## src/verilog/anxs_pkg.sv

```systemverilog
// Constants for the negotiation next-page and expansion status block.
// Assumes one 125 MHz clock and a synchronous active-low reset.
package anxs_pkg;
	// ==========================================
	// Register map
	localparam logic [4:0]  ANXS_PARTNER_NEXT_PAGE_ADDR = 5'h05;
	localparam logic [4:0]  ANXS_EXPANSION_ADDR         = 5'h06;
	localparam logic [15:0] ANXS_PARTNER_RESET          = 16'h0000;
	// ==========================================
	// Partner next-page fields
	localparam int ANXS_NP_REQ_BIT   = 15;
	localparam int ANXS_NP_ACK_BIT   = 14;
	localparam int ANXS_MSG_PAGE_BIT = 13;
	localparam int ANXS_COMPLY_ACK_BIT = 12;
	localparam int ANXS_TOGGLE_BIT   = 11;
	localparam int ANXS_CODE_MSB     = 10;
	// ==========================================
	// Expansion fields
	localparam int ANXS_PD_FAULT_BIT   = 4;
	localparam int ANXS_PARTNER_NP_BIT = 3;
	localparam int ANXS_LOCAL_NP_BIT   = 2;
	localparam int ANXS_PAGE_RX_BIT    = 1;
	localparam int ANXS_PARTNER_AN_BIT = 0;
	localparam logic ANXS_LOCAL_NP_VALUE = 1'b1;
endpackage

```

## src/verilog/anxs_sticky_flag.sv

```systemverilog
// Sticky status flag: hardware sets, a clear strobe clears.
// Assumes set and clear come from logic on the same clock.
`timescale 1ns/1ps
module anxs_sticky_flag (
	input  wire logic core_clk_in, // 125 MHz clock
	input  wire logic rst_b_in,    // Synchronous reset, active low
	input  wire logic set_in,      // Set pulse
	input  wire logic clear_in,    // Clear pulse
	output logic      flag_out     // Flag state
);
	// Set beats clear so an event in the clearing cycle survives
	wire logic next_flag = set_in | (flag_out & ~clear_in);

	always_ff @(posedge core_clk_in) begin
		if (!rst_b_in) begin
			flag_out <= 1'b0;
		end else begin
			flag_out <= next_flag;
		end
	end
endmodule

```

## src/verilog/anxs_status_regs.sv

```systemverilog
// Partner next-page and negotiation expansion status registers.
// Assumes negotiation logic and the management read path share core_clk_in.
`timescale 1ns/1ps
module anxs_status_regs
	import anxs_pkg::*;
(
	input  wire logic        core_clk_in,         // 125 MHz clock
	input  wire logic        rst_b_in,            // Synchronous reset, active low
	input  wire logic        page_valid_in,       // Received code word pulse
	input  wire logic [15:0] page_word_in,        // Received code word
	input  wire logic        parallel_fault_in,   // Parallel detect fault pulse
	input  wire logic        partner_np_cap_in,   // Partner extra pages capable
	input  wire logic        partner_an_cap_in,   // Partner negotiation capable
	input  wire logic [4:0]  reg_addr_in,         // Register address
	input  wire logic        reg_rd_in,           // Read strobe
	input  wire logic        reg_wr_in,           // Write strobe, ignored
	input  wire logic [15:0] reg_wdata_in,        // Write data, ignored
	output logic [15:0]      reg_rdata_out,       // Read data, one cycle later
	output logic             reg_rvalid_out       // Read data valid pulse
);
	import anxs_pkg::*;

	// ==========================================
	// Partner next page capture
	logic [15:0] partner_next_page_received;
	logic        partner_extra_pages_capable;
	logic        partner_negotiation_capable;
	logic        parallel_detect_fault;
	logic        page_received;

	// Whole word taken from the link; software writes never reach it
	always_ff @(posedge core_clk_in) begin
		if (!rst_b_in) begin
			partner_next_page_received <= ANXS_PARTNER_RESET;
		end else if (page_valid_in) begin
			partner_next_page_received <= page_word_in;
		end
	end

	always_ff @(posedge core_clk_in) begin
		if (!rst_b_in) begin
			partner_extra_pages_capable <= 1'b0;
			partner_negotiation_capable <= 1'b0;
		end else begin
			partner_extra_pages_capable <= partner_np_cap_in;
			partner_negotiation_capable <= partner_an_cap_in;
		end
	end

	// ==========================================
	// Decode
	wire logic sel_partner   = (reg_addr_in == ANXS_PARTNER_NEXT_PAGE_ADDR);
	wire logic sel_expansion = (reg_addr_in == ANXS_EXPANSION_ADDR);
	wire logic clear_page_rx = reg_rd_in & sel_expansion;
	wire logic unused_write  = reg_wr_in & (|reg_wdata_in);

	// Fault stays latched until reset
	anxs_sticky_flag u_fault (
		.core_clk_in (core_clk_in),
		.rst_b_in    (rst_b_in),
		.set_in      (parallel_fault_in),
		.clear_in    (1'b0),
		.flag_out    (parallel_detect_fault)
	);

	anxs_sticky_flag u_page_rx (
		.core_clk_in (core_clk_in),
		.rst_b_in    (rst_b_in),
		.set_in      (page_valid_in),
		.clear_in    (clear_page_rx),
		.flag_out    (page_received)
	);

	// ==========================================
	// Read mux
	logic [15:0] negotiation_expansion_status;
	always_comb begin
		negotiation_expansion_status = 16'h0000;
		negotiation_expansion_status[ANXS_PD_FAULT_BIT]   = parallel_detect_fault;
		negotiation_expansion_status[ANXS_PARTNER_NP_BIT] = partner_extra_pages_capable;
		negotiation_expansion_status[ANXS_LOCAL_NP_BIT]   = ANXS_LOCAL_NP_VALUE;
		negotiation_expansion_status[ANXS_PAGE_RX_BIT]    = page_received;
		negotiation_expansion_status[ANXS_PARTNER_AN_BIT] = partner_negotiation_capable;
	end

	// Unmapped addresses read zero
	wire logic [15:0] next_rdata = sel_partner ? partner_next_page_received :
	                               sel_expansion ? negotiation_expansion_status : 16'h0000;

	always_ff @(posedge core_clk_in) begin
		if (!rst_b_in) begin
			reg_rdata_out  <= 16'h0000;
			reg_rvalid_out <= 1'b0;
		end else begin
			reg_rvalid_out <= reg_rd_in & ~unused_write | reg_rd_in & unused_write;
			if (reg_rd_in) begin
				reg_rdata_out <= next_rdata;
			end
		end
	end
endmodule

```

## config.mk

```make
export PLATFORM = sky130hd
export DESIGN_NAME = anxs_status_regs
export DESIGN_NICKNAME = d
export VERILOG_FILES = /design/src/verilog/anxs_pkg.sv /design/src/verilog/anxs_sticky_flag.sv /design/src/verilog/anxs_status_regs.sv
export SDC_FILE = /design/constraint.sdc
export NUM_CORES = 1
export LEC_CHECK = 0
export BUFFER_PORTS_ARGS = -buffer_cell sky130_fd_sc_hd__buf_2
export CORE_MARGIN = 4
export CORE_UTILIZATION = 48
export DETAILED_ROUTE_END_ITERATION = 10
export GPL_ROUTABILITY_DRIVEN = 0
export MAX_ROUTING_LAYER = met4
export PLACE_DENSITY_LB_ADDON = 0.05
export SLEW_MARGIN = 15
export SYNTH_ARGS = -nofsm -noshare
export SYNTH_HDL_FRONTEND = slang
export SYNTH_SLANG_ARGS = --single-unit
```

## constraint.sdc

```tcl
create_clock -name core_clk_in -period 1.6 [get_ports core_clk_in]
set_input_delay 0.08 -clock core_clk_in [delete_from_list [all_inputs] [get_ports core_clk_in]]
set_output_delay 0.08 -clock core_clk_in [all_outputs]
set_load 0.01 [all_outputs]
```

-- After elaboration in Yosys (flattened, before gate mapping)
Index checks and enable logic that the tools add are counted.
Widths: inputs -> output; s select.
- register bits after elaboration: 37
- input port bits: 45
- output and inout bits: 17
- eq/ne operators: 2
- muxes and demuxes: 2
- bitwise logic cells: 10
- reductions and logical operators: 1
- operators with widths (cell ; count):
    $mux 16 ; 1
    $reduce_or 16->1 ; 1
    $eq 5x3->1 const B ; 2
    $and 1x1->1 ; 5
    $mux 5 ; 1
    $or 1x1->1 ; 3
    $not 1->1 ; 2

-- Depth between registers and ports, before layout
Gate-level depths: netlist of run 1.
- depth after elaboration: 5
- mapped depth: 5
- gate-level depth less buffers: 3

-- Hierarchy
Synthesis of run 1 repeated with hierarchy kept, for this count alone.
- cell total of the unflattened synthesis: 133
- area total of the unflattened synthesis: 1468.9 sq um
- by module, submodules not included (module ; times used ; cells each ; area an instance (sq um) ; seq. area each (sq um)):
    anxs_status_regs ; 1 ; 127 ; 1386.3 ; 700.7
    anxs_sticky_flag ; 2 ; 3 ; 41.3 ; 20.0

-- Least setup slack after synthesis of run 1
No wires, ideal clock.
- path type: input port to flip-flop
- start: input reg_addr_in[0]
- end: register reg_rdata_out[0]
- setup time: 117 ps
- arrival time: 694 ps
- slack: 790 ps
- stages on the path: 5
- path buffers: 2
- cells stage by stage: nor2b_1 -> buf_4 -> buf_6 -> a22oi_1 -> o21ai_1
- word-level cells in the longest chain between the ends: 3
- ends and longest elaborated chain (item ; line ; text):
    start: declaration ; anxs_status_regs.sv:14 ; input wire logic [4:0] reg_addr_in,
    $eq 5x3->1 ; anxs_status_regs.sv:53 ; wire logic sel_expansion = (reg_addr_in == ANXS_EXPANSION_ADDR);
    $mux 5 ; anxs_status_regs.sv:88 ; sel_expansion ? negotiation_expansion_status : 16'h0000;
    $mux 16 * ; anxs_status_regs.sv:87 ; wire logic [15:0] next_rdata = sel_partner ? partner_next_page_received :
    end signal: assignment ; anxs_status_regs.sv:97 ; reg_rdata_out <= next_rdata;
    end: declaration ; anxs_status_regs.sv:18 ; output logic [15:0] reg_rdata_out,
Mark *: on every way between the ends. The rest lies on a longest branch, timed or not.
A chain may end at the register's enable or synchronous reset.

==> results.sh, run 1 <==
export IMPL_run_status="complete, no violations"
export IMPL_synth_sequential_area_ratio_pct=51.39
export IMPL_layout_cell_area_excl_fill_um2=1829
export IMPL_antenna_diode_count=0
export IMPL_critPathTopFamily="buffers and inverters"
export IMPL_synthesis_area_per_instance_um2=11.00
export IMPL_grt_pass1_vias=1190
export IMPL_syn_warnings=0
export IMPL_routed_wirelength_um=3080
export IMPL_synth_enable_flop_cells=0
export IMPL_timing_setup_tns_ps=0
export IMPL_chipHeight_um=62.80
export IMPL_cellPowerDensity_nw_per_um2=990.1
export IMPL_yosys_register_bits=37
export IMPL_dr_pass1_iters=2
export IMPL_timing_critical_path_cells="dlygate4sd3_1, buf_2, and4bb_4, a32oi_1, nor2b_1"
export IMPL_start_util_pct=51.38
export IMPL_detailedPlacementHpwl_um=2099
export IMPL_clock_skew_ps=7.155
export IMPL_critical_path_required_ps=1890
export IMPL_finalCritPeriodShare_pct=68.31
export IMPL_worstPathBufferInverterCount=2
export IMPL_placement_row_count=19
export IMPL_cp_endpoint_kind="flip-flop"
export IMPL_drc_errors=0
export IMPL_crit_reg_reg_endpoint="reg_rdata_out[4]"
export IMPL_synth_top_cell_area_share_pct=51.39
export IMPL_cap_viol_max_count=0
export IMPL_worstPathArrival_ps=1380
export IMPL_endpoint="reg_rdata_out[15]"
export IMPL_timing_rr_start="partner_next_page_received[4]"
export IMPL_antenna_found_initial=0
export IMPL_r2r_worst_path_cells=2
export IMPL_worstMarginPinSlew_ps=508.1
export IMPL_clock_tree_root_cell="clkbuf_4"
export IMPL_design_core_area_um2=2805
export IMPL_report_final_hold_viol_count=0
export IMPL_worst_setup_path_startpoint="reg_rd_in"
export IMPL_boundaryPins=62
export IMPL_tritoncts="yes"
export IMPL_vdd_drop_max_mv=0.7046
export IMPL_grt_setup_unrepaired="no"
export IMPL_count_leader_synth="dfxtp_1"
export IMPL_timing_hold_worst_class="primary input to flip-flop"
export IMPL_port_buffers=44
export IMPL_p_leak_nw=0.8052
export IMPL_grt_max_degree=35
export IMPL_dieWidth_um=62.80
export IMPL_num_nets_final=230
export IMPL_critical_path_slowest_cell="dlygate4sd3_1"
export IMPL_clk_transition_reported_paths_ps=110
export IMPL_postRouteAntennaNets=0
export IMPL_finalSetupViolCount=0
export IMPL_remaining_max_slew_budget_at_the_tightest_pin_pct=66.12
export IMPL_grt_first_pass_wirelength_um=5423
export IMPL_gr_usage_all_layers_pct=18.21
export IMPL_dr_total_vias=1099
export IMPL_post_synthesis_instance_area_um2=1441
export IMPL_synth_top_cells_by_area="dfxtp_1 (51%), nor2b_1 (11%), mux2i_1 (11%)"
export IMPL_drive_above_1_share_pct=32.26
export IMPL_critPathMaxFanout=13
export IMPL_synth_largest_area_cell="dfxtp_1"
export IMPL_main_synth_ff_type="dfxtp_1"
export IMPL_syn_to_final_growth_pct=26.91
export IMPL_h_tree_depth=2
export IMPL_synth_common_cells="dfxtp_1 (37), nor2b_1 (26), mux2i_1 (16), a32oi_1 (8), nand2_1 (8)"
export IMPL_timing_max_transition_violations_final=0
export IMPL_criticalPathCategory="primary input to flip-flop"
export IMPL_achievable_frequency_mhz=915.0
export IMPL_drt_iter0_markers=42
export IMPL_r2r_slack_ps=920
export IMPL_insertion_delay_ps=340
export IMPL_drt_vias_per_instance=5.065
export IMPL_post_dp_cell_area_um2=1634
export IMPL_synth_async_reset_ratio_pct=0
export IMPL_grt_overflow_total=0
export IMPL_cpPeakStageDelay_ps=520
export IMPL_wl_per_cell_um=14.19
export IMPL_cp_start_kind="primary input"
export IMPL_synthDistinctLibCells=23
export IMPL_synthesized_netlist_net_count=176
export IMPL_fin_crit_ps=1093
export IMPL_critical_path_cell_count=5
export IMPL_die_area_um2=3944
export IMPL_cts_inserted_buffers=5
export IMPL_syn_instance_count=131
export IMPL_clock_sinks=37
export IMPL_post_cts_buffers=0
export IMPL_cts_max_path_buffers=2
-- flip-flops by register name, indices dropped and copies added (netlist names) --
signal                       flops
partner_next_page_received      16
u_page_rx.flag_out               1
partner_negotiation_capable      1
partner_extra_pages_capable      1
reg_rdata_out                   16
reg_rvalid_out                   1
u_fault.flag_out                 1
-- layout make-up --
class	count	area, um2
multi-input combinational	83	619.3
inverter	2	7.507
fill	255	975.9
tap	31	38.79
clock buffer	7	55.05
sequential	37	740.7
timing repair buffer	56	337.8
clock inverter	1	30.03
-- cell usage in the layout (no fill, tap or decap), drive strengths merged --
cell type    synthesis  layout
buf                  6      45
dfxtp               37      37
nor2b               26      26
mux2i               16      16
dlygate4sd3          0      11
nand2                9       9
a32oi                8       8
clkbuf               3       7
o21ai                6       6
a22oi                4       4
nand3                3       3
a21boi               3       3
and2                 3       3
inv                  2       2
and4bb               1       1
and2b                1       1
a21oi                1       1
o21a                 1       1
a31oi                1       1
bufinv               0       1
-- kinds of logic after synthesis --
group | after synthesis | share of synthesized area, %
mux | 16 | 11.11
buf+inv | 11 | 5.642
flops | 37 | 51.39
compound gates | 24 | 12.67
simple gates | 43 | 19.19
-- where the power goes --
group	switching (mW)	internal, mW	leakage (nW)
combinational	0.0740	0.0904	0.457
sequential	0.0174	0.954	0.303
clock	0.303	0.373	0.0455
-- worst min-delay path by stage --
stage / endpoint / depth (start not counted) / slack, ps / from
after floorplan: u_fault.flag_out / 1 / 190 / parallel_fault_in
after global placement: u_fault.flag_out / 2 / 290 / parallel_fault_in
after detailed placement: partner_extra_pages_capable / 2 / 290 / partner_np_cap_in
after CTS: partner_next_page_received[3] / 3 / 0.5 / page_word_in[3]
after global routing: partner_next_page_received[6] / 3 / 10 / page_word_in[6]
final: partner_next_page_received[2] / 3 / 4 / page_word_in[2]
-- worst reg2reg max path: cells and delay by family, from the launching register on --
kind	cells	cell delay, ps
DFF	1	330
AOI/OAI and AO/OA	2	260
-- repair_timing --
item | 4_1_cts | 5_1_grt
resized for setup | 0 | 0
hold buffers | 11 | 0
endpoints found under the hold margin | 11 | 0
-- stage by stage --
step / util, % / total power, mW / hold WS, ps / instances / worst slack, ps
floorplan: - / 1.088 / 190.2 / 131 / 789.5
global placement: 58.25 / 1.131 / 286.1 / 198 / 622.9
detailed placement: 58.25 / 1.138 / 292.6 / 198 / 600.6
CTS: 65.21 / 1.822 / 0.5355 / 217 / 503.0
global route: 65.21 / 1.892 / 12.55 / 217 / 433.8
finish: 65.21 / 1.811 / 4.470 / 217 / 507.1
-- metal layers --
metal / GRT usage, % / vias up / routed length (um)
met5: - / - / 0
met4: 6.612 / 0 / 48
met3: 7.374 / 7 / 184
met2: 31.29 / 30 / 1541
met1: 18.67 / 506 / 1305
li1: - / 556 / -
No activity file was read; power rests on OpenSTA's default activity.
==> run 2, diff against run 1 <==
--- a/config.mk
+++ b/config.mk
@@ -7,7 +7,7 @@
 export LEC_CHECK = 0
 export BUFFER_PORTS_ARGS = -buffer_cell sky130_fd_sc_hd__buf_2
 export CORE_MARGIN = 4
-export CORE_UTILIZATION = 48
+export CORE_UTILIZATION = 42
 export DETAILED_ROUTE_END_ITERATION = 10
 export GPL_ROUTABILITY_DRIVEN = 0
 export MAX_ROUTING_LAYER = met4
==> constraint.sdc (replaced) <==
create_clock -name core_clk_in -period 0.9 [get_ports core_clk_in]
set_input_delay 0.045 -clock core_clk_in [delete_from_list [all_inputs] [get_ports core_clk_in]]
set_output_delay 0.045 -clock core_clk_in [all_outputs]
set_load 0.01 [all_outputs]
==> results.sh, run 2 (synthesis results as in run 1) <==
export IMPL_drt_iter0_markers=33
export IMPL_grt_pass1_vias=1202
export IMPL_clock_power_share_pct=28.0
export IMPL_hold_path_start="reg_rd_in"
export IMPL_p_comb_share_pct=12.5
export IMPL_insertion_delay_ps=330
export IMPL_finalHoldWorstSlack_ps=43.93
export IMPL_sequential_group_share_of_total_power_pct=59.5
export IMPL_drc_errors=0
export IMPL_grt_setup_unrepaired="no"
export IMPL_p_leak_nw=0.8665
export IMPL_critical_path_required_ps=850
export IMPL_grt_first_pass_wirelength_um=5437
export IMPL_run_status="complete, no violations"
export IMPL_boundaryPins=62
export IMPL_post_cts_buffers=0
export IMPL_worstPathBufferInverterCount=1
export IMPL_die_area_um2=4433
export IMPL_tritoncts="yes"
export IMPL_grt_max_degree=23
export IMPL_drive_above_1_share_pct=37.31
export IMPL_cpPeakStageDelay_ps=350
export IMPL_vdd_drop_max_mv=1.042
export IMPL_h_tree_depth=2
export IMPL_clock_skew_ps=4.954
export IMPL_achievable_frequency_mhz=1170
export IMPL_cts_max_path_buffers=2
export IMPL_switching_power_uw=674.0
export IMPL_timing_setup_tns_ps=0
export IMPL_r2r_worst_path_cells=2
export IMPL_cellPowerDensity_nw_per_um2=1458
export IMPL_cp_start_kind="flip-flop"
export IMPL_worst_hold_path_endpoint="reg_rvalid_out"
export IMPL_multi_input_comb_area_um2=619.3
export IMPL_start_util_pct=43.19
export IMPL_intPower_mw=2.220
export IMPL_fillers=314
export IMPL_clock_sinks=37
export IMPL_totalPowerFinal_mw=2.894
export IMPL_design_core_area_um2=3337
export IMPL_timing_rr_start="partner_next_page_received[7]"
export IMPL_remaining_max_slew_budget_at_the_tightest_pin_pct=69.26
export IMPL_gr_usage_all_layers_pct=17.08
export IMPL_critPathMaxFanout=2
export IMPL_port_buffers=44
export IMPL_timing_max_transition_violations_final=0
export IMPL_worstPathArrival_ps=810
export IMPL_clk_transition_reported_paths_ps=100
export IMPL_dieWidth_um=66.58
export IMPL_antenna_found_initial=0
export IMPL_timing_critical_path_cells="buf_2"
export IMPL_mostFrequentLayoutCell="buf_2"
export IMPL_finalSetupViolCount=0
export IMPL_cap_viol_max_count=0
export IMPL_routed_wirelength_um=3252
export IMPL_layout_core_utilization_pct=59.51
export IMPL_detailedPlacementHpwl_um=2182
export IMPL_dr_pass1_iters=4
export IMPL_fin_crit_ps=854.4
export IMPL_r2r_slack_ps=210
export IMPL_criticalPathCategory="flip-flop to primary output"
export IMPL_drt_vias_per_instance=4.704
export IMPL_antenna_diode_count=0
export IMPL_cts_inserted_buffers=5
export IMPL_commonest_cells_after_routing_fill_and_taps_aside="buf_2 (44), nor2b_1 (26), dfxtp_1 (26), dlygate4sd3_1 (20), mux2i_1 (16)"
export IMPL_critical_path_slowest_cell="dfxtp_1"
export IMPL_swShare_pct=23.29
export IMPL_wl_per_cell_um=13.17
export IMPL_finalCritPeriodShare_pct=94.93
export IMPL_critPathTopFamily="flip-flops"
export IMPL_chipHeight_um=66.58
export IMPL_grt_overflow_total=0
export IMPL_biggestRegsByFlops="partner_next_page_received x16, reg_rdata_out x16"
export IMPL_regArea_um2=754.5
export IMPL_num_nets_final=245
export IMPL_timing_hold_worst_class="primary input to flip-flop"
export IMPL_syn_to_final_growth_pct=37.76
export IMPL_dr_total_vias=1162
export IMPL_placement_row_count=21
export IMPL_hold_path_depth=3
export IMPL_cp_endpoint_kind="primary output"
export IMPL_report_final_hold_viol_count=0
export IMPL_clock_tree_root_cell="clkbuf_4"
export IMPL_worstMarginPinSlew_ps=460.1
export IMPL_postRouteAntennaNets=0
export IMPL_crit_reg_reg_endpoint="reg_rdata_out[7]"
[run 2: metal layers]
| metal | up-vias | global-route usage [%] | wire length, um |
|---|---|---|---|
| met3 | 5 | 6.239 | 194 |
| met2 | 31 | 28.09 | 1605 |
| li1 | 593 | - | - |
| met1 | 533 | 19.31 | 1410 |
| met4 | 0 | 5.330 | 42 |
| met5 | - | - | 0 |
[run 2: worst max-delay path by stage]
stage	startpoint	to	slack [ps]	cells past startpoint
2_1_floorplan	reg_addr_in[0]	reg_rdata_out[0]	120	5
3_3_place_gp	reg_addr_in[3]	reg_rdata_out[8]	-50	4
3_5_place_dp	reg_addr_in[3]	reg_rdata_out[7]	-90	4
4_1_cts	reg_rdata_out[15]	reg_rdata_out[15]	5	1
5_1_grt	reg_rdata_out[10]	reg_rdata_out[10]	2	1
6_report	reg_rdata_out[0]	reg_rdata_out[0]	50	1
[run 2: stage by stage]
| stage | cell area, um2 | setup WS, ps | cells |
|---|---|---|---|
| after floorplan | 1441 | 124.5 | 131 |
| after global placement | 1723 | -51.70 | 219 |
| after detailed placement | 1723 | -87.27 | 219 |
| after CTS | 1972 | 4.941 | 247 |
| after global routing | 1986 | 2.430 | 247 |
| final | 1986 | 45.61 | 247 |
[run 2: layout make-up]
type                    instances  area share (%)
repair buffers                 71           25.08
multi-input cells              83           31.19
clock buffers                   8           2.457
inverters                       2          0.3781
flip-flops and latches         37           38.00
well taps                      46           2.899
[run 2: power groups by stage]
| stage | clock [mW] | sequential (mW) | combinational [mW] |
|---|---|---|---|
| after detailed placement | 0 | 1.76 | 0.298 |
| after CTS | 0.841 | 1.72 | 0.364 |
| final | 0.811 | 1.72 | 0.361 |
| after floorplan | 0 | 1.76 | 0.177 |
| after global routing | 0.901 | 1.73 | 0.400 |
| after global placement | 0 | 1.76 | 0.291 |
[run 2: what timing repair did]
action	CTS	global route
hold endpoints to repair	20	0
hold buffers	20	0
setup endpoints to repair	0	11
gates resized for setup	0	11
==> run 3, diff against run 2 <==
--- a/config.mk
+++ b/config.mk
@@ -7,7 +7,7 @@
 export LEC_CHECK = 0
 export BUFFER_PORTS_ARGS = -buffer_cell sky130_fd_sc_hd__buf_2
 export CORE_MARGIN = 4
-export CORE_UTILIZATION = 42
+export CORE_UTILIZATION = 46
 export DETAILED_ROUTE_END_ITERATION = 10
 export GPL_ROUTABILITY_DRIVEN = 0
 export MAX_ROUTING_LAYER = met4
==> constraint.sdc (replaced) <==
create_clock -name core_clk_in -period 0.85 [get_ports core_clk_in]
set_input_delay 0.0425 -clock core_clk_in [delete_from_list [all_inputs] [get_ports core_clk_in]]
set_output_delay 0.0425 -clock core_clk_in [all_outputs]
set_load 0.01 [all_outputs]
==> results.sh, run 3 (synthesis results as in run 1) <==
export IMPL_grt_overflow_total=0
export IMPL_num_nets_final=244
export IMPL_dr_total_vias=1176
export IMPL_fillers=249
export IMPL_drt_vias_per_instance=4.820
export IMPL_regArea_um2=762.0
export IMPL_cts_inserted_buffers=5
export IMPL_cts_max_path_buffers=2
export IMPL_drc_errors=0
export IMPL_critical_path_required_ps=810
export IMPL_routed_wirelength_um=3166
export IMPL_dieWidth_um=63.98
export IMPL_critical_path_slowest_cell="dfxtp_2"
export IMPL_cellPowerDensity_nw_per_um2=1637
export IMPL_postRouteAntennaNets=0
export IMPL_worstMarginPinSlew_ps=435.1
export IMPL_h_tree_depth=2
export IMPL_layout_core_utilization_pct=69.71
export IMPL_antenna_found_initial=0
export IMPL_cp_endpoint_kind="primary output"
export IMPL_critPathTopFamily="flip-flops"
export IMPL_grt_first_pass_wirelength_um=5285
export IMPL_placement_row_count=20
export IMPL_start_util_pct=47.60
export IMPL_boundaryPins=62
export IMPL_cpPeakStageDelay_ps=350
export IMPL_design_core_area_um2=3028
export IMPL_r2r_slack_ps=160
export IMPL_clock_sinks=37
export IMPL_syn_to_final_growth_pct=46.44
export IMPL_drive_above_1_share_pct=41.50
export IMPL_met1_wl_um=1423
export IMPL_port_buffers=44
export IMPL_wl_per_cell_um=12.98
export IMPL_die_area_um2=4093
export IMPL_clk_transition_reported_paths_ps=100
export IMPL_achievable_frequency_mhz=1198
export IMPL_report_final_hold_viol_count=0
export IMPL_clock_skew_ps=5.289
export IMPL_mostFrequentLayoutCell="buf_2"
export IMPL_finalHoldWorstSlack_ps=33.89
export IMPL_multi_input_comb_area_um2=619.3
export IMPL_met2RoutedLength_um=1537
export IMPL_critical_path_cell_count=1
export IMPL_crit_reg_reg_endpoint="reg_rdata_out[0]"
export IMPL_worst_setup_path_startpoint="reg_rdata_out[13]"
export IMPL_worstPathArrival_ps=790
export IMPL_dr_pass1_iters=4
export IMPL_timing_rr_start="partner_next_page_received[0]"
export IMPL_criticalPathCategory="flip-flop to primary output"
export IMPL_detailedPlacementHpwl_um=2049
export IMPL_fin_crit_ps=834.8
export IMPL_gr_usage_all_layers_pct=16.93
export IMPL_cp_start_kind="flip-flop"
export IMPL_finalCritPeriodShare_pct=98.22
export IMPL_worstPathBufferInverterCount=1
export IMPL_commonest_cells_after_routing_fill_and_taps_aside="buf_2 (27), nor2b_1 (26), dfxtp_1 (20), dlygate4sd3_1 (19)"
export IMPL_antenna_diode_count=0
export IMPL_endpoint="reg_rdata_out[13]"
export IMPL_biggestRegsByFlops="partner_next_page_received x16, reg_rdata_out x16"
export IMPL_timing_max_transition_violations_final=0
export IMPL_cap_viol_max_count=0
export IMPL_grt_setup_unrepaired="yes"
export IMPL_finalSetupViolCount=0
export IMPL_r2r_worst_path_cells=2
export IMPL_dr_wl_met3_um=162
export IMPL_insertion_delay_ps=340
export IMPL_maxUsedRoutingLayer="met4"
export IMPL_p_leak_nw=0.8919
export IMPL_drt_iter0_markers=74
export IMPL_chipHeight_um=63.98
export IMPL_vdd_drop_max_mv=1.215
export IMPL_dp_cells=216
export IMPL_critPathMaxFanout=2
export IMPL_tritoncts="yes"
export IMPL_grt_max_degree=19
export IMPL_totalPowerFinal_mw=3.455
export IMPL_run_status="complete, no violations"
export IMPL_clock_tree_root_cell="clkbuf_4"
export IMPL_timing_critical_path_cells="buf_6"
export IMPL_remaining_max_slew_budget_at_the_tightest_pin_pct=70.93
export IMPL_final_instance_count_excl_fill=244
export IMPL_timing_hold_worst_class="primary input to flip-flop"
export IMPL_grt_pass1_vias=1137
-- run 3: changes by cell type in the layout (fill, tap and decap cells not counted), sizes merged --
cell and change:
bufinv +1, clkbuf -1, dlygate4sd3 -1
-- run 3: report_power, final --
group          switching [mW]  internal [mW]
logic                   0.150          0.220
clock network           0.556          0.702
registers              0.0318           1.79
total                   0.738           2.72
-- run 3: area by class of cell --
class,count,area share [%]
tap,44,2.608
clock inverter,1,1.423
clock buffer,7,2.608
multi-input combinational,83,29.34
timing repair buffer,70,27.56
sequential,37,36.10
inverter,2,0.3557
-- run 3: per-stage QoR --
step | setup slack (ps) | setup TNS, ps | area (um2)
final | 15.15 | 0 | 2111
after global routing | -28.53 | -293.2 | 2111
after CTS | 0.2062 | 0 | 2034
after detailed placement | -110.4 | -1296 | 1700
after global placement | -64.27 | -820.8 | 1700
after floorplan | 77.01 | 0 | 1441
-- run 3: routing by layer --
layer	up-vias	track usage [%]
met3	5	4.569
met4	0	5.660
met2	27	26.71
met1	558	20.92
li1	586	-
met5	-	-
-- run 3: worst min-delay path by stage --
stage	start	endpoint	slack [ps]	depth (start not counted)
after floorplan	parallel_fault_in	u_fault.flag_out	150	1
after global placement	parallel_fault_in	u_fault.flag_out	240	2
after detailed placement	parallel_fault_in	u_fault.flag_out	250	2
after CTS	rst_b_in	u_page_rx.flag_out	10	3
after global routing	rst_b_in	partner_next_page_received[3]	30	2
final	rst_b_in	partner_next_page_received[2]	30	2
-- run 3: timing repair --
item                                   in CTS  in global routing
setup endpoints to repair                  17                 17
setup buffers                               0                  1
endpoints found under the hold margin      19                  0
gates resized for setup                    23                 11
hold buffers                               19                  0
